===== config.mk =====
export PLATFORM = sky130hd
export DESIGN_NAME = smwe_ctrl
export DESIGN_NICKNAME = d
export VERILOG_FILES = /design/src/smwe_sync.v /design/src/smwe_ctrl.v
export VERILOG_INCLUDE_DIRS = /design/src
export SDC_FILE = /design/constraint.sdc
export NUM_CORES = 1
export LEC_CHECK = 0
export BUFFER_PORTS_ARGS = -buffer_cell sky130_fd_sc_hd__buf_2
export CAP_MARGIN = 40
export CORE_UTILIZATION = 45
export CTS_BUF_LIST = sky130_fd_sc_hd__clkbuf_8
export CTS_CLUSTER_DIAMETER = 30
export DETAILED_ROUTE_END_ITERATION = 6
export PLACE_DENSITY = 0.6
export RECOVER_POWER = 100
export SLEW_MARGIN = 10
export SYNTH_ARGS = -nofsm -noshare
export SYNTH_HDL_FRONTEND = slang
export SYNTH_SLANG_ARGS = --single-unit

===== constraint.sdc =====
create_clock -name sys_clk -period 4.18 [get_ports sys_clk]
set_input_delay 0.627 -clock sys_clk [delete_from_list [all_inputs] [get_ports sys_clk]]
set_output_delay 0.627 -clock sys_clk [all_outputs]
set_load 0.01 [all_outputs]

===== src/smwe_defines.vh =====
/*
  Constants for the static memory wait-extend block: wait-state field codes,
  timing limits in bus-clock cycles, and bank-select width.
  Assumes inclusion by bare name from the design files.
*/
`ifndef SMWE_DEFINES_VH
`define SMWE_DEFINES_VH

`define SMWE_WST_W          3
`define SMWE_WST_ZERO       3'h0
`define SMWE_WST_FOUR       3'h4
`define SMWE_WST_MIN_WAIT   3'h2
`define SMWE_STAGE_TWO      3'h2
`define SMWE_STAGE_FINAL    3'h0
`define SMWE_QUEUE_W        6
`define SMWE_QUEUE_MAX      6'h3F
`define SMWE_NUM_BANKS      4
`define SMWE_BANK_SEL_W     2
`define SMWE_RELEASE_MAX_CS 4
`define SMWE_RELEASE_MAX_OE 4
`define SMWE_RELEASE_MAX_WE 3

`endif


===== src/smwe_sync.v =====
/*
  Two-flop synchroniser for the external wait input.
  Assumes the input is asynchronous to sys_clk; resets to the idle (high) level.
*/
`timescale 1ns/1ps
module smwe_sync (
  input  wire sys_clk,
  input  wire rst_n,
  input  wire async_in,
  output wire sync_out
);
  reg meta_ff;
  reg sync_ff;

  always @(posedge sys_clk or negedge rst_n) begin
    if (!rst_n) begin
      meta_ff <= 1'b1;
      sync_ff <= 1'b1;
    end else begin
      meta_ff <= async_in;
      sync_ff <= meta_ff;
    end
  end

  assign sync_out = sync_ff;
endmodule // smwe_sync


===== src/smwe_ctrl.v =====
/*
  Static memory access sequencer with programmed wait states and external
  wait-input stretching. One access at a time on the bank selected at start.
  Assumes the requester holds off while busy, and that the arbiter keeps
  dynamic memory idle while busy is high.
*/
`timescale 1ns/1ps
`include "smwe_defines.vh"

// Operation
// RULE1: While wait input is asserted, the ongoing access is held in suspense.
// RULE2: Software programs read wait states of at least 2 when wait is used.
// RULE3: Software programs write wait states of at least 2 when wait is used.
// RULE4: Minimum wait states grow by the wait input lag after bank select.
// RULE5: Wait assertions before countdown stage two are ignored.
// RULE6: From stage two on, each sampled wait assertion queues one cycle.
// RULE7: Queued cycles are inserted only after the countdown reaches stage final.
// RULE8: Wait sampled high queues the access to finish.
// RULE9: Device asserts wait 0 to 29 cycles after bank select goes active.
// RULE10: Bank select deasserts at most 4 cycles after wait release.
// RULE11: Read strobe deasserts at most 4 cycles after wait release.
// RULE12: Write strobe deasserts at most 3 cycles after wait release.
// RULE13: Device holds wait asserted at least 2 cycles.
// RULE14: Wait-state code 000 adds none, 100 adds four, for reads and writes.
// RULE15: Static accesses never overlap dynamic ones; long stretches block refresh.
// RULE16: Wait timing counts are nominal; external designs add margin.
// RULE17: External wait input is synchronised before the countdown samples it.
module smwe_ctrl #(
  parameter NUM_BANKS = `SMWE_NUM_BANKS,
  parameter WST_W     = `SMWE_WST_W,
  parameter QUEUE_W   = `SMWE_QUEUE_W
) (
  input  wire                 sys_clk,
  input  wire                 rst_n,
  input  wire                 req,
  input  wire                 req_write,
  input  wire [`SMWE_BANK_SEL_W-1:0] req_bank,
  input  wire [WST_W-1:0]     wait_state_count,
  input  wire                 wait_enable,
  input  wire                 ext_wait_n,
  output reg  [NUM_BANKS-1:0] bank_select_n_x,
  output reg                  read_strobe_n,
  output reg                  write_strobe_n,
  output reg                  busy,
  output reg                  done
);
  localparam [3:0] ST_IDLE  = 4'h1;
  localparam [3:0] ST_COUNT = 4'h2;
  localparam [3:0] ST_EXTND = 4'h4;
  localparam [3:0] ST_END   = 4'h8;

  wire                 wait_sync_n;
  reg  [3:0]           state_ff;
  reg  [3:0]           nxt_state;
  reg  [WST_W-1:0]     count_ff;
  reg  [WST_W-1:0]     nxt_count;
  reg  [QUEUE_W-1:0]   queue_ff;
  reg  [QUEUE_W-1:0]   nxt_queue;
  reg                  released_ff;
  reg                  nxt_released;
  reg                  write_ff;
  reg                  nxt_write;
  reg  [`SMWE_BANK_SEL_W-1:0] bank_ff;
  reg  [`SMWE_BANK_SEL_W-1:0] nxt_bank;
  wire                 wait_seen;
  wire                 in_window;
  wire                 add_one;
  wire                 nxt_active;
  wire [NUM_BANKS-1:0] nxt_bank_hot;
  wire [NUM_BANKS-1:0] nxt_select_n;
  wire                 nxt_read_n;
  wire                 nxt_write_n;
  wire                 nxt_busy;
  wire                 nxt_done;

  smwe_sync u_sync (
    .sys_clk  (sys_clk),
    .rst_n    (rst_n),
    .async_in (ext_wait_n),
    .sync_out (wait_sync_n)
  ); // [RULE17]

  assign wait_seen = wait_enable & ~wait_sync_n;
  // Sync lags the pin two cycles, so the final stage here sees the pin as it
  // stood at stage two; earlier lows fall through and release stays in time
  assign in_window = (state_ff == ST_COUNT) && (count_ff == `SMWE_STAGE_FINAL); // [RULE5]
  // Queue saturates rather than wrap, so a stuck wait never shortens a cycle
  assign add_one = wait_seen && !released_ff && (queue_ff != `SMWE_QUEUE_MAX); // [RULE6]

  always @* begin
    nxt_state    = state_ff;
    nxt_count    = count_ff;
    nxt_queue    = queue_ff;
    nxt_released = released_ff;
    nxt_write    = write_ff;
    nxt_bank     = bank_ff;
    case (state_ff)
      ST_IDLE: begin
        if (req) begin
          // Zero code means no added cycles, four means four
          nxt_count    = wait_state_count; // [RULE14]
          nxt_write    = req_write;
          nxt_bank     = req_bank;
          nxt_queue    = {QUEUE_W{1'b0}};
          nxt_released = 1'b0;
          nxt_state    = ST_COUNT;
        end
      end
      ST_COUNT: begin
        if (in_window) begin
          if (add_one) begin
            nxt_queue = queue_ff + 1'b1; // [RULE6]
          end else if (!wait_seen) begin
            nxt_released = 1'b1; // [RULE8]
          end
        end
        if (count_ff == `SMWE_STAGE_FINAL) begin
          nxt_state = (nxt_queue != {QUEUE_W{1'b0}}) ? ST_EXTND : ST_END; // [RULE7]
        end else begin
          nxt_count = count_ff - 1'b1;
        end
      end
      ST_EXTND: begin
        // Holds while wait stays low; each queued cycle is spent once
        if (add_one) begin
          nxt_queue = queue_ff; // [RULE1]
        end else begin
          if (!wait_seen) begin
            nxt_released = 1'b1; // [RULE8]
          end
          nxt_queue = queue_ff - 1'b1; // [RULE7]
          if (queue_ff == {{(QUEUE_W-1){1'b0}}, 1'b1}) begin
            nxt_state = ST_END;
          end
        end
      end
      ST_END: begin
        nxt_state = ST_IDLE;
      end
      default: begin
        nxt_state = ST_IDLE;
      end
    endcase
  end

  always @(posedge sys_clk or negedge rst_n) begin
    if (!rst_n) begin
      state_ff    <= ST_IDLE;
      count_ff    <= {WST_W{1'b0}};
      queue_ff    <= {QUEUE_W{1'b0}};
      released_ff <= 1'b0;
      write_ff    <= 1'b0;
      bank_ff     <= {`SMWE_BANK_SEL_W{1'b0}};
    end else begin
      state_ff    <= nxt_state;
      count_ff    <= nxt_count;
      queue_ff    <= nxt_queue;
      released_ff <= nxt_released;
      write_ff    <= nxt_write;
      bank_ff     <= nxt_bank;
    end
  end

  // Pins follow the next state, so they switch on the edge the state does
  assign nxt_active   = (nxt_state == ST_COUNT) || (nxt_state == ST_EXTND);
  // Shift decode keeps the bank compare free of a 32-bit loop index
  assign nxt_bank_hot = {{(NUM_BANKS-1){1'b0}}, 1'b1} << nxt_bank;
  assign nxt_read_n   = !(nxt_active && !nxt_write); // [RULE11]
  assign nxt_write_n  = !(nxt_active && nxt_write); // [RULE12]
  // Busy also fences off dynamic memory; long stretches starve refresh
  assign nxt_busy     = (nxt_state != ST_IDLE); // [RULE15]
  assign nxt_done     = (nxt_state == ST_END);

  genvar gi;
  generate
    for (gi = 0; gi < NUM_BANKS; gi = gi + 1) begin : g_bank
      assign nxt_select_n[gi] = !(nxt_active && nxt_bank_hot[gi]); // [RULE10]
    end
  endgenerate

  // Strobes rise with select on the end cycle: two sync flops plus one
  // cycle keeps release within three cycles of the pin
  always @(posedge sys_clk or negedge rst_n) begin
    if (!rst_n) begin
      bank_select_n_x <= {NUM_BANKS{1'b1}};
    end else begin
      bank_select_n_x <= nxt_select_n; // [RULE10]
    end
  end

  always @(posedge sys_clk or negedge rst_n) begin
    if (!rst_n) begin
      read_strobe_n <= 1'b1;
    end else begin
      read_strobe_n <= nxt_read_n; // [RULE11]
    end
  end

  always @(posedge sys_clk or negedge rst_n) begin
    if (!rst_n) begin
      write_strobe_n <= 1'b1;
    end else begin
      write_strobe_n <= nxt_write_n; // [RULE12]
    end
  end

  always @(posedge sys_clk or negedge rst_n) begin
    if (!rst_n) begin
      busy <= 1'b0;
    end else begin
      busy <= nxt_busy; // [RULE15]
    end
  end

  always @(posedge sys_clk or negedge rst_n) begin
    if (!rst_n) begin
      done <= 1'b0;
    end else begin
      done <= nxt_done;
    end
  end
endmodule // smwe_ctrl


==> qor.yml, run 1 <==
sta:
  finClkSkew_ns: 0.004230
  max_freq_mhz: 320.8
  hold_viol: 0
  timing.setup.tns_ns: 0
  drv_slew: 0
  worstMarginPinSlew_ns: 1.446
  period_needed_ns: 3.118
  setup_viol: 0
  rsz0062_at_grt: "false"
  finalCritPeriodShare_pct: 74.58
  max-slew-margin-rel_pct: 3.594
pwr:
  p_int_mw: 0.5259
  p_switching_mw: 0.3379
  swShare_pct: 39.12
  combPwrFrac_pct: 37.9
  p_total_mw: 0.8638
  power_density_mw_per_mm2: 497.4
  p_clk_share_pct: 18.4
  vdd_drop_max_mv: 0.2200
  seq_power_share_pct: 43.7
  power.leakage_nw: 0.7223
routing:
  wl_per_cell_um: 16.05
  vias_per_cell: 5.869
  dr.first_iter.drc_count: 125
  vias: 1344
  drc: 0
  drtPass1Iterations: 4
  ant_nets: 0
  wirelength_mm: 3.675
floorplan:
  num_rows: 21
  die-area_mm2: 0.003862
  die_y_um: 62.15
  core_mm2: 0.003390
  die_w_um: 62.15
  start_util_pct: 48.03
  io_pins: 19
clock_network:
  cts-hold-fix-buffers: 0
  cts_tree: "built"
  ctsHtreeMaxLevel: 1
  clockRootBuffer: "clkbuf_8"
  cts_num_sinks: 27
  cts_buffer_depth: 2
  insertion_delay_ns: 0.28
  cts_setup_buffers: 0
  clk_pin_slew_ns: 0.10
  cts_buffers: 3
  ctsResizeCount: 0
final_layout:
  finish.utilization_pct: 51.24
  diodes: 0
  area_growth_pct: 6.687
  drive_gt1_share_pct: 16.39
  fin_nets: 200
  nFillCells: 321
synthesis:
  syn-num-nets: 186
  synth-compound-area-share_pct: 21.60
  synth_edf_count: 0
  ys.flop_type: "dfrtp_1"
  yosys-top-cells-count: "dfrtp_1, a21oi_1, inv_1"
  synthCells: 170
  synth_area_leaders: "dfrtp_1, dfstp_2, a21oi_1"
  synth_xor_area_share_pct: 1.614
  yosysMostFrequentCell: "dfrtp_1"
  yosys_register_bits: 27
  yosysTopAreaCell: "dfrtp_1"
  avgSynthCellArea_um2: 9.575
  synth_mux_area_share_pct: 3.305
  synth_top_family_by_area: "compound AO/OA/AOI/OAI gates"
  yosysSeqAreaShare_pct: 42.20
  ys_async_sr_fraction_pct: 100.0
  post_synth_and_or_nand_nor_area_fraction_pct: 21.29
  ys_warn_count: 0
  ys_types: 54
  syn_area_mm2: 0.001628
  synthAdderAreaFrac_pct: 3.843
  synth_top_area_share_pct: 27.67
setup_path:
  reg2reg_depth: 5
  start_kind: "register"
  critPathRequiredTime_ns: 4.36
  cp_top_family: "simple AND/OR/NAND/NOR gates"
  slowest_delay_ns: 0.79
  critPathKind: "reg2reg"
  crit_slowest_cell: "or4b_1"
  worstPathArrival_ns: 3.30
  end_kind: "register"
  crit_fanout: 16
  path_cells: "or4b_1, or2_0, nor4_1, o221ai_2, o32ai_1"
  path_depth: 5
  cp_num_buf_inv: 0
global_routing:
  grt_pass1_vias: 1302
  grt_max_degree: 28
  grt_pass1_wl_mm: 6.279
  antenna_found_initial: 0
  overflow: 0
  grt_use_total_pct: 20.42
placed_design:
  numPortBuffers: 18
  dp_hpwl_mm: 2.629
  place.gp.congestion: 0.9265
worst_hold_path:
  hold_path.class: "reg2reg"
  holdPathStages: 0
job:
  cap_violations: 0
status:
  status: "finished clean"
power groups by stage:
| stage | clock network, mW | registers [mW] | logic [mW] |
|---|---|---|---|
| after detailed placement | 0 | 0.384 | 0.343 |
| after CTS | 0.161 | 0.379 | 0.345 |
| after global placement | 0 | 0.381 | 0.325 |
| after global routing | 0.174 | 0.385 | 0.369 |
| final | 0.159 | 0.377 | 0.328 |
| after floorplan | 0 | 0.390 | 0.241 |
per-layer routing:
| layer | routed length (um) | share of wire [%] | GRT usage [%] |
|---|---|---|---|
| met5 | 0 | 0 | 0 |
| met4 | 70 | 1.9 | 5.523 |
| met3 | 168 | 4.6 | 3.125 |
| met2 | 1743 | 47 | 34.20 |
| met1 | 1692 | 46 | 27.39 |
layout make-up:
cell class / instances / area [um^2] / share of cell area (%)
timing repair buffer: 19 / 82.58 / 4.755
tap: 46 / 57.56 / 3.314
clock buffer: 3 / 41.29 / 2.378
clock inverter: 1 / 7.507 / 0.4323
sequential: 27 / 686.9 / 39.55
inverter: 12 / 45.04 / 2.594
multi-input combinational: 121 / 815.8 / 46.97
metrics by stage:
stage	area, um^2	setup WS, ns	hold WS, ns	std cells
2_1_floorplan	1628	1.855	0.3314	170
3_3_place_gp	1720	1.576	0.3479	224
3_5_place_dp	1728	1.542	0.3494	225
4_1_cts	1777	1.532	0.3641	229
5_1_grt	1737	0.7968	0.3694	229
6_report	1737	1.062	0.3617	229
logic make-up after synthesis:
logic type               after synthesis
flip-flops                            27
AO/OA/AOI/OAI                         50
AND/OR/NAND/NOR                       58
multiplexers                           5
adder cells (fa/ha/maj)                5
buffers and inverters                 22
XOR/XNOR                               3
path summary, 6_finish.rpt:
kind	startpoint	end	slack, ns
worst min-delay path	u_sync.meta_ff	u_sync.sync_out	0.36
worst min register to register	u_sync.meta_ff	u_sync.sync_out	0.36
worst max register to register	state_ff[0]	done	1.06
worst max-delay path	state_ff[0]	done	1.06
max in group asynchronous	rst_n	write_ff	2.67
min in group asynchronous	rst_n	queue_ff[1]	0.66
registers in the layout (all words and copies together), names as in the netlist, 2 cells and up:
name,cells
state_ff,4
queue_ff,6
bank_select_n_x,4
count_ff,3
bank_ff,2
worst reg2reg max path: cells and delay by family, from the launching register on:
family          cells  cell delay (ns)
compound gates      2             0.63
flops               1             0.42
simple gates        3             1.96
layout by cell type, fill, tap and decap left out, drive strengths merged, types with 2 or more instances in the layout:
| cell | n |
|---|---|
| dfrtp | 18 |
| a21oi | 14 |
| clkbuf | 13 |
| inv | 12 |
| nor2 | 10 |
| nand2 | 9 |
| buf | 9 |
| dfstp | 9 |
| nor3 | 8 |
| o21ai | 7 |
| nor4 | 5 |
| o32ai | 5 |
| ha | 5 |
| nand3 | 4 |
| a211oi | 4 |
| or2 | 4 |
| o21a | 3 |
| mux2 | 3 |
| or4b | 2 |
| nand2b | 2 |
| mux2i | 2 |
| nand3b | 2 |
| xor2 | 2 |
| or3 | 2 |
| nor2b | 2 |
| o22ai | 2 |
| a22o | 2 |
| and2 | 2 |
Note: power is estimated with default switching activity, not from simulation.
==> run 2, diff against run 1 <==
Clock period 4.18 ns to 3.1 ns, I/O delays scaled along.
==> run 2 against run 1 <==
  * Final cell count down 0.44%
  * Global-route usage down 0.61 points
  * Die area unchanged
  * Clock-buffer cell count unchanged
  * Sequential power up 35%
  * Core utilization up 0.44 points
  * Fmax up 18%
==> qor.yml, run 2 (same netlist as run 1, synthesis figures left out) <==
status:
  status: "finished clean"
sta:
  finalCritPeriodShare_pct: 85.31  # +11 points
  fin_hold_ws_ns: 0.2722  # -0.08953 ns
  period_needed_ns: 2.644  # -0.4731 ns
  worstMarginPinSlew_ns: 1.427  # -0.01883 ns
  max-slew-margin-rel_pct: 4.849  # +1.3 points
  max_freq_mhz: 378.1  # +18%
  hold_viol: 0  # unchanged
  timing.setup.tns_ns: 0  # unchanged
  rsz0062_at_grt: "false"
  drv_slew: 0  # unchanged
  finClkSkew_ns: 0.002470  # -0.001760 ns
  setup_viol: 0  # unchanged
routing:
  ant_nets: 0  # unchanged
  vias: 1334  # -0.74%
  wirelength_mm: 3.553  # -3.3%
  dr.first_iter.drc_count: 55  # -56%
  vias_per_cell: 5.851  # -0.31%
  wl_per_cell_um: 15.58  # -2.9%
  drc: 0  # unchanged
  drtPass1Iterations: 4  # unchanged
clock_network:
  clockRootBuffer: "clkbuf_8"
  ctsResizeCount: 0  # unchanged
  cts_buffer_depth: 2  # unchanged
  insertion_delay_ns: 0.28  # about the same
  cts_buffers: 3  # unchanged
  clk_pin_slew_ns: 0.10  # about the same
  cts_tree: "built"
  ctsHtreeMaxLevel: 1  # unchanged
  cts-hold-fix-buffers: 0  # unchanged
  cts_setup_buffers: 0  # unchanged
  cts_num_sinks: 27  # unchanged
final_layout:
  nFillCells: 341  # +6.2%
  regMostFlops: "queue_ff"
  regArea_um2: 686.9  # unchanged
  reg_top3: "queue_ff x6, bank_select_n_x x4, state_ff x4"
  stdcell_area_mm2: 0.001752  # +0.86%
  fin_nets: 199  # -0.50%
  final_common_cell: "dfrtp_1"
  final_cell_mix: "dfrtp_1, a21oi_1, inv_1"
  drive_gt1_share_pct: 17.58  # +1.2 points
  multi_input_area_um2: 834.6  # +2.3%
  largest_reg_flops: 6  # unchanged
  area_growth_pct: 7.610
  diodes: 0  # unchanged
placed_design:
  place.gp.congestion: 0.8587  # -7.3%
  place_area_mm2: 0.001720  # -0.43%
  dp_hpwl_mm: 2.517  # -4.3%
  numPortBuffers: 18  # unchanged
setup_path:
  critPathRequiredTime_ns: 3.28  # -1.08 ns
  crit_fanout: 9  # -7
  start_kind: "register"
  critPathKind: "reg2reg"
  worstPathArrival_ns: 2.82  # -0.48 ns
  end_kind: "register"
pwr:
  power.leakage_nw: 0.7229  # about the same
  seq_power_share_pct: 43.9  # +0.2 points
  vdd_drop_max_mv: 0.2733  # +24%
  p_int_mw: 0.7100  # +35%
  combPwrFrac_pct: 38.0  # about the same
  p_clk_share_pct: 18.1  # -0.3 points
  p_switching_mw: 0.4496  # +33%
  swShare_pct: 38.77  # -0.35 points
  power_density_mw_per_mm2: 662.0  # +33%
global_routing:
  grt_use_total_pct: 19.82  # -0.61 points
  grt_pass1_wl_mm: 6.147  # -2.1%
  overflow: 0  # unchanged
  grt_pass1_vias: 1296  # -0.46%
  grt_max_degree: 28  # unchanged
  antenna_found_initial: 0  # unchanged
floorplan:
  start_util_pct: 48.03  # unchanged
  io_pins: 19  # unchanged
  num_rows: 21  # unchanged
  die-area_mm2: 0.003862  # unchanged
  core_mm2: 0.003390  # unchanged
  die_w_um: 62.15  # unchanged
  die_y_um: 62.15  # unchanged
worst_hold_path:
  hold_path.class: "in2reg"
job:
  cap_violations: 0  # unchanged
run 2: cell count changes in the layout (fill, tap and decap cells not counted):
| cell | before | now |
|---|---|---|
| or2_1 | 0 | 1 |
| nor4_4 | 0 | 1 |
| or2_0 | 1 | 0 |
| nor4_1 | 5 | 4 |
| or4b_4 | 0 | 1 |
| or4b_1 | 2 | 1 |
| clkbuf_1 | 10 | 9 |
run 2: critical path: stages, from the launching register on:
cell	delay, ns
dfrtp_1	0.46
ha_1	0.22
or4bb_1	0.62
nor4_1	0.35
mux2i_1	0.31
o221ai_2	0.25
o32ai_1	0.34
run 2: path summary, 6_finish.rpt:
check	from	endpoint	slack (ns)	depth (start not counted)
setup / recovery	queue_ff[1]	state_ff[3]	0.46	6
hold / removal	ext_wait_n	u_sync.meta_ff	0.27	1
setup reg to reg	queue_ff[1]	state_ff[3]	0.46	6
hold reg to reg	u_sync.meta_ff	u_sync.sync_out	0.37	0
max in group asynchronous	rst_n	count_ff[2]	1.77	1
min in group asynchronous	rst_n	busy	0.50	1
run 2: area by class of cell:
cell class	count	area share, %
clock inverters	1	0.4286
flip-flops and latches	27	39.21
well taps	46	3.286
repair buffers	18	4.500
inverters	12	2.571
clock buffers	3	2.357
multi-input cells	121	47.64
run 2: through the flow:
step / setup WS, ns / power [mW] / utilization (%) / cells
global route: 0.2657 / 1.252 / 51.68 / 228
CTS: 0.4341 / 1.181 / 52.20 / 228
detailed placement: 0.4636 / 0.9693 / 50.76 / 224
floorplan: 0.7748 / 0.8515 / - / 170
global placement: 0.6020 / 0.9512 / 50.76 / 224
finish: 0.4555 / 1.160 / 51.68 / 228
run 2: metal layers:
metal | track usage [%] | vias up | part of all wire [%]
li1 | - | 645 | -
met1 | 27.53 | 648 | 47
met2 | 32.69 | 35 | 48
met3 | 2.941 | 6 | 4.1
met4 | 4.360 | 0 | 1.2
met5 | 0 | - | 0
run 2: power groups by stage:
stage                     Sequential [mW]  Combinational (mW)  Clock (mW)
after floorplan                     0.526               0.326           0
after global placement              0.513               0.438           0
after detailed placement            0.518               0.452           0
after CTS                           0.510               0.458       0.214
after global routing                0.521               0.502       0.229
final                               0.509               0.441       0.210
==> run 3, diff against run 2 <==
Settings changed: CELL_PAD_IN_SITES_DETAIL_PLACEMENT set to 1, CELL_PAD_IN_SITES_GLOBAL_PLACEMENT set to 1, PLACE_DENSITY 0.6 to 0.75.
==> run 3 against run 2 <==
  * Non-clock buffer count rose by 1
  * Power increased by 1.1%
  * Register-to-register slack worse by 0.14 ns
  * Largest cell class unchanged
==> qor.yml, run 3 (same netlist as run 1, synthesis figures left out) <==
clock_network:
  cts_buffers: 3  # unchanged
  cts-hold-fix-buffers: 0  # unchanged
  ctsHtreeMaxLevel: 1  # unchanged
  cts_buffer_depth: 2  # unchanged
  clockRootBuffer: "clkbuf_8"
  ctsResizeCount: 0  # unchanged
  insertion_delay_ns: 0.28  # about the same
  cts_tree: "built"
  clk_pin_slew_ns: 0.10  # about the same
  cts_num_sinks: 27  # unchanged
  cts_setup_buffers: 0  # unchanged
floorplan:
  die-area_mm2: 0.003862  # unchanged
  io_pins: 19  # unchanged
  die_w_um: 62.15  # unchanged
  die_y_um: 62.15  # unchanged
  num_rows: 21  # unchanged
  core_mm2: 0.003390  # unchanged
  start_util_pct: 48.03  # unchanged
sta:
  period_needed_ns: 2.787  # +0.1427 ns
  fin_hold_ws_ns: 0.2697  # -0.002513 ns
  max_freq_mhz: 358.8  # -5.1%
  drv_slew: 0  # unchanged
  hold_viol: 0  # unchanged
  finClkSkew_ns: 0.003447  # +0.0009776 ns
  setup_viol: 0  # unchanged
  worstMarginPinSlew_ns: 1.474  # +0.04634 ns
  max-slew-margin-rel_pct: 1.760  # -3.1 points
  finalCritPeriodShare_pct: 89.91  # +4.6 points
  rsz0062_at_grt: "false"
  timing.setup.tns_ns: 0  # unchanged
routing:
  routed.top_layer: "met4"
  wl_per_cell_um: 17.07  # +9.5%
  ant_nets: 0  # unchanged
  vias_per_cell: 6.013  # +2.8%
  vias: 1377  # +3.2%
  wl_met1_mm: 1.830  # +9.9%
  drc: 0  # unchanged
  dr.first_iter.drc_count: 49  # -11%
  wl_met3_um: 134  # -8.8%
  drtPass1Iterations: 4  # unchanged
  wl_met2_mm: 1.893  # +11%
  wirelength_mm: 3.908  # +10%
final_layout:
  area_growth_pct: 7.840
  largest_reg_flops: 6  # unchanged
  final_cell_mix: "dfrtp_1, a21oi_1, inv_1"
  final_common_cell: "dfrtp_1"
  drive_gt1_share_pct: 16.94  # -0.64 points
  diodes: 0  # unchanged
  fin_nets: 200  # +0.50%
  reg_top3: "queue_ff x6, bank_select_n_x x4, state_ff x4"
  stdcell_area_mm2: 0.001755  # +0.21%
  regMostFlops: "queue_ff"
setup_path:
  r2r_slack_ns: 0.31  # -0.14 ns
  critPathRequiredTime_ns: 3.28  # about the same
  crit_path_start: "queue_ff[1]"
  r2r_start: "queue_ff[1]"
  reg2reg_depth: 6  # unchanged
  crit_end: "state_ff[3]"
  critPathKind: "reg2reg"
  end_kind: "register"
  crit_fanout: 9  # unchanged
  worstPathArrival_ns: 2.97  # +0.15 ns
  worstReg2RegEnd: "state_ff[3]"
  start_kind: "register"
global_routing:
  grt_max_degree: 28  # unchanged
  grt_use_total_pct: 21.82  # +2.0 points
  overflow: 0  # unchanged
  antenna_found_initial: 0  # unchanged
  grt_pass1_vias: 1323  # +2.1%
  grt_pass1_wl_mm: 6.617  # +7.6%
status:
  status: "finished clean"
job:
  cap_violations: 0  # unchanged
placed_design:
  place.gp.congestion: 0.9193  # +7.1%
  place_area_mm2: 0.001720  # unchanged
  numPortBuffers: 18  # unchanged
  dp_hpwl_mm: 2.910  # +16%
pwr:
  vdd_drop_max_mv: 0.3359  # +23%
  power.leakage_nw: 0.7229  # about the same
  power_density_mw_per_mm2: 668.0  # +0.91%
  p_total_mw: 1.173  # +1.1%
worst_hold_path:
  hold_path.class: "in2reg"
-- run 3: power breakdown --
group / switching [mW] / internal [mW] / total, mW
combinational: 0.290 / 0.157 / 0.447
clock: 0.121 / 0.0916 / 0.213
sequential: 0.0509 / 0.462 / 0.513
total: 0.462 / 0.711 / 1.17
-- run 3: critical path: stages (launching register included) --
cell and delay [ns]:
dfrtp_1 0.47, ha_1 0.22, or4bb_1 0.63, nor4_1 0.39
mux2i_1 0.36, o221ai_2 0.27, o32ai_1 0.34
-- run 3: worst min path at each step --
stage	from	slack (ns)	to	cells past startpoint
2_1_floorplan	rst_n	0.17	bank_ff[0]	0
3_3_place_gp	u_sync.meta_ff	0.35	u_sync.sync_out	0
3_5_place_dp	u_sync.meta_ff	0.35	u_sync.sync_out	0
4_1_cts	rst_n	0.20	count_ff[2]	1
5_1_grt	ext_wait_n	0.25	u_sync.meta_ff	1
6_report	ext_wait_n	0.27	u_sync.meta_ff	1
-- run 3: metrics by stage --
stage,utilization (%),instances,worst slack (ns)
2_1_floorplan,-,170,0.7748
3_3_place_gp,50.76,224,0.5634
3_5_place_dp,50.76,224,0.3625
4_1_cts,52.20,228,0.3311
5_1_grt,51.79,229,0.1846
6_report,51.79,229,0.3128
-- run 3: layer usage --
layer / GRT usage, % / up-vias
met3: 3.860 / 6
li1: - / 646
met4: 4.360 / 0
met1: 30.08 / 696
met5: 0 / -
met2: 35.99 / 29
-- run 3: area by class of cell --
cell class,instances,area [um^2]
clock inverter,1,7.507
multi-input combinational,121,834.6
tap,46,57.56
timing repair buffer,19,82.58
clock buffer,3,41.29
fill,398,1634
sequential,27,686.9
inverter,12,45.04
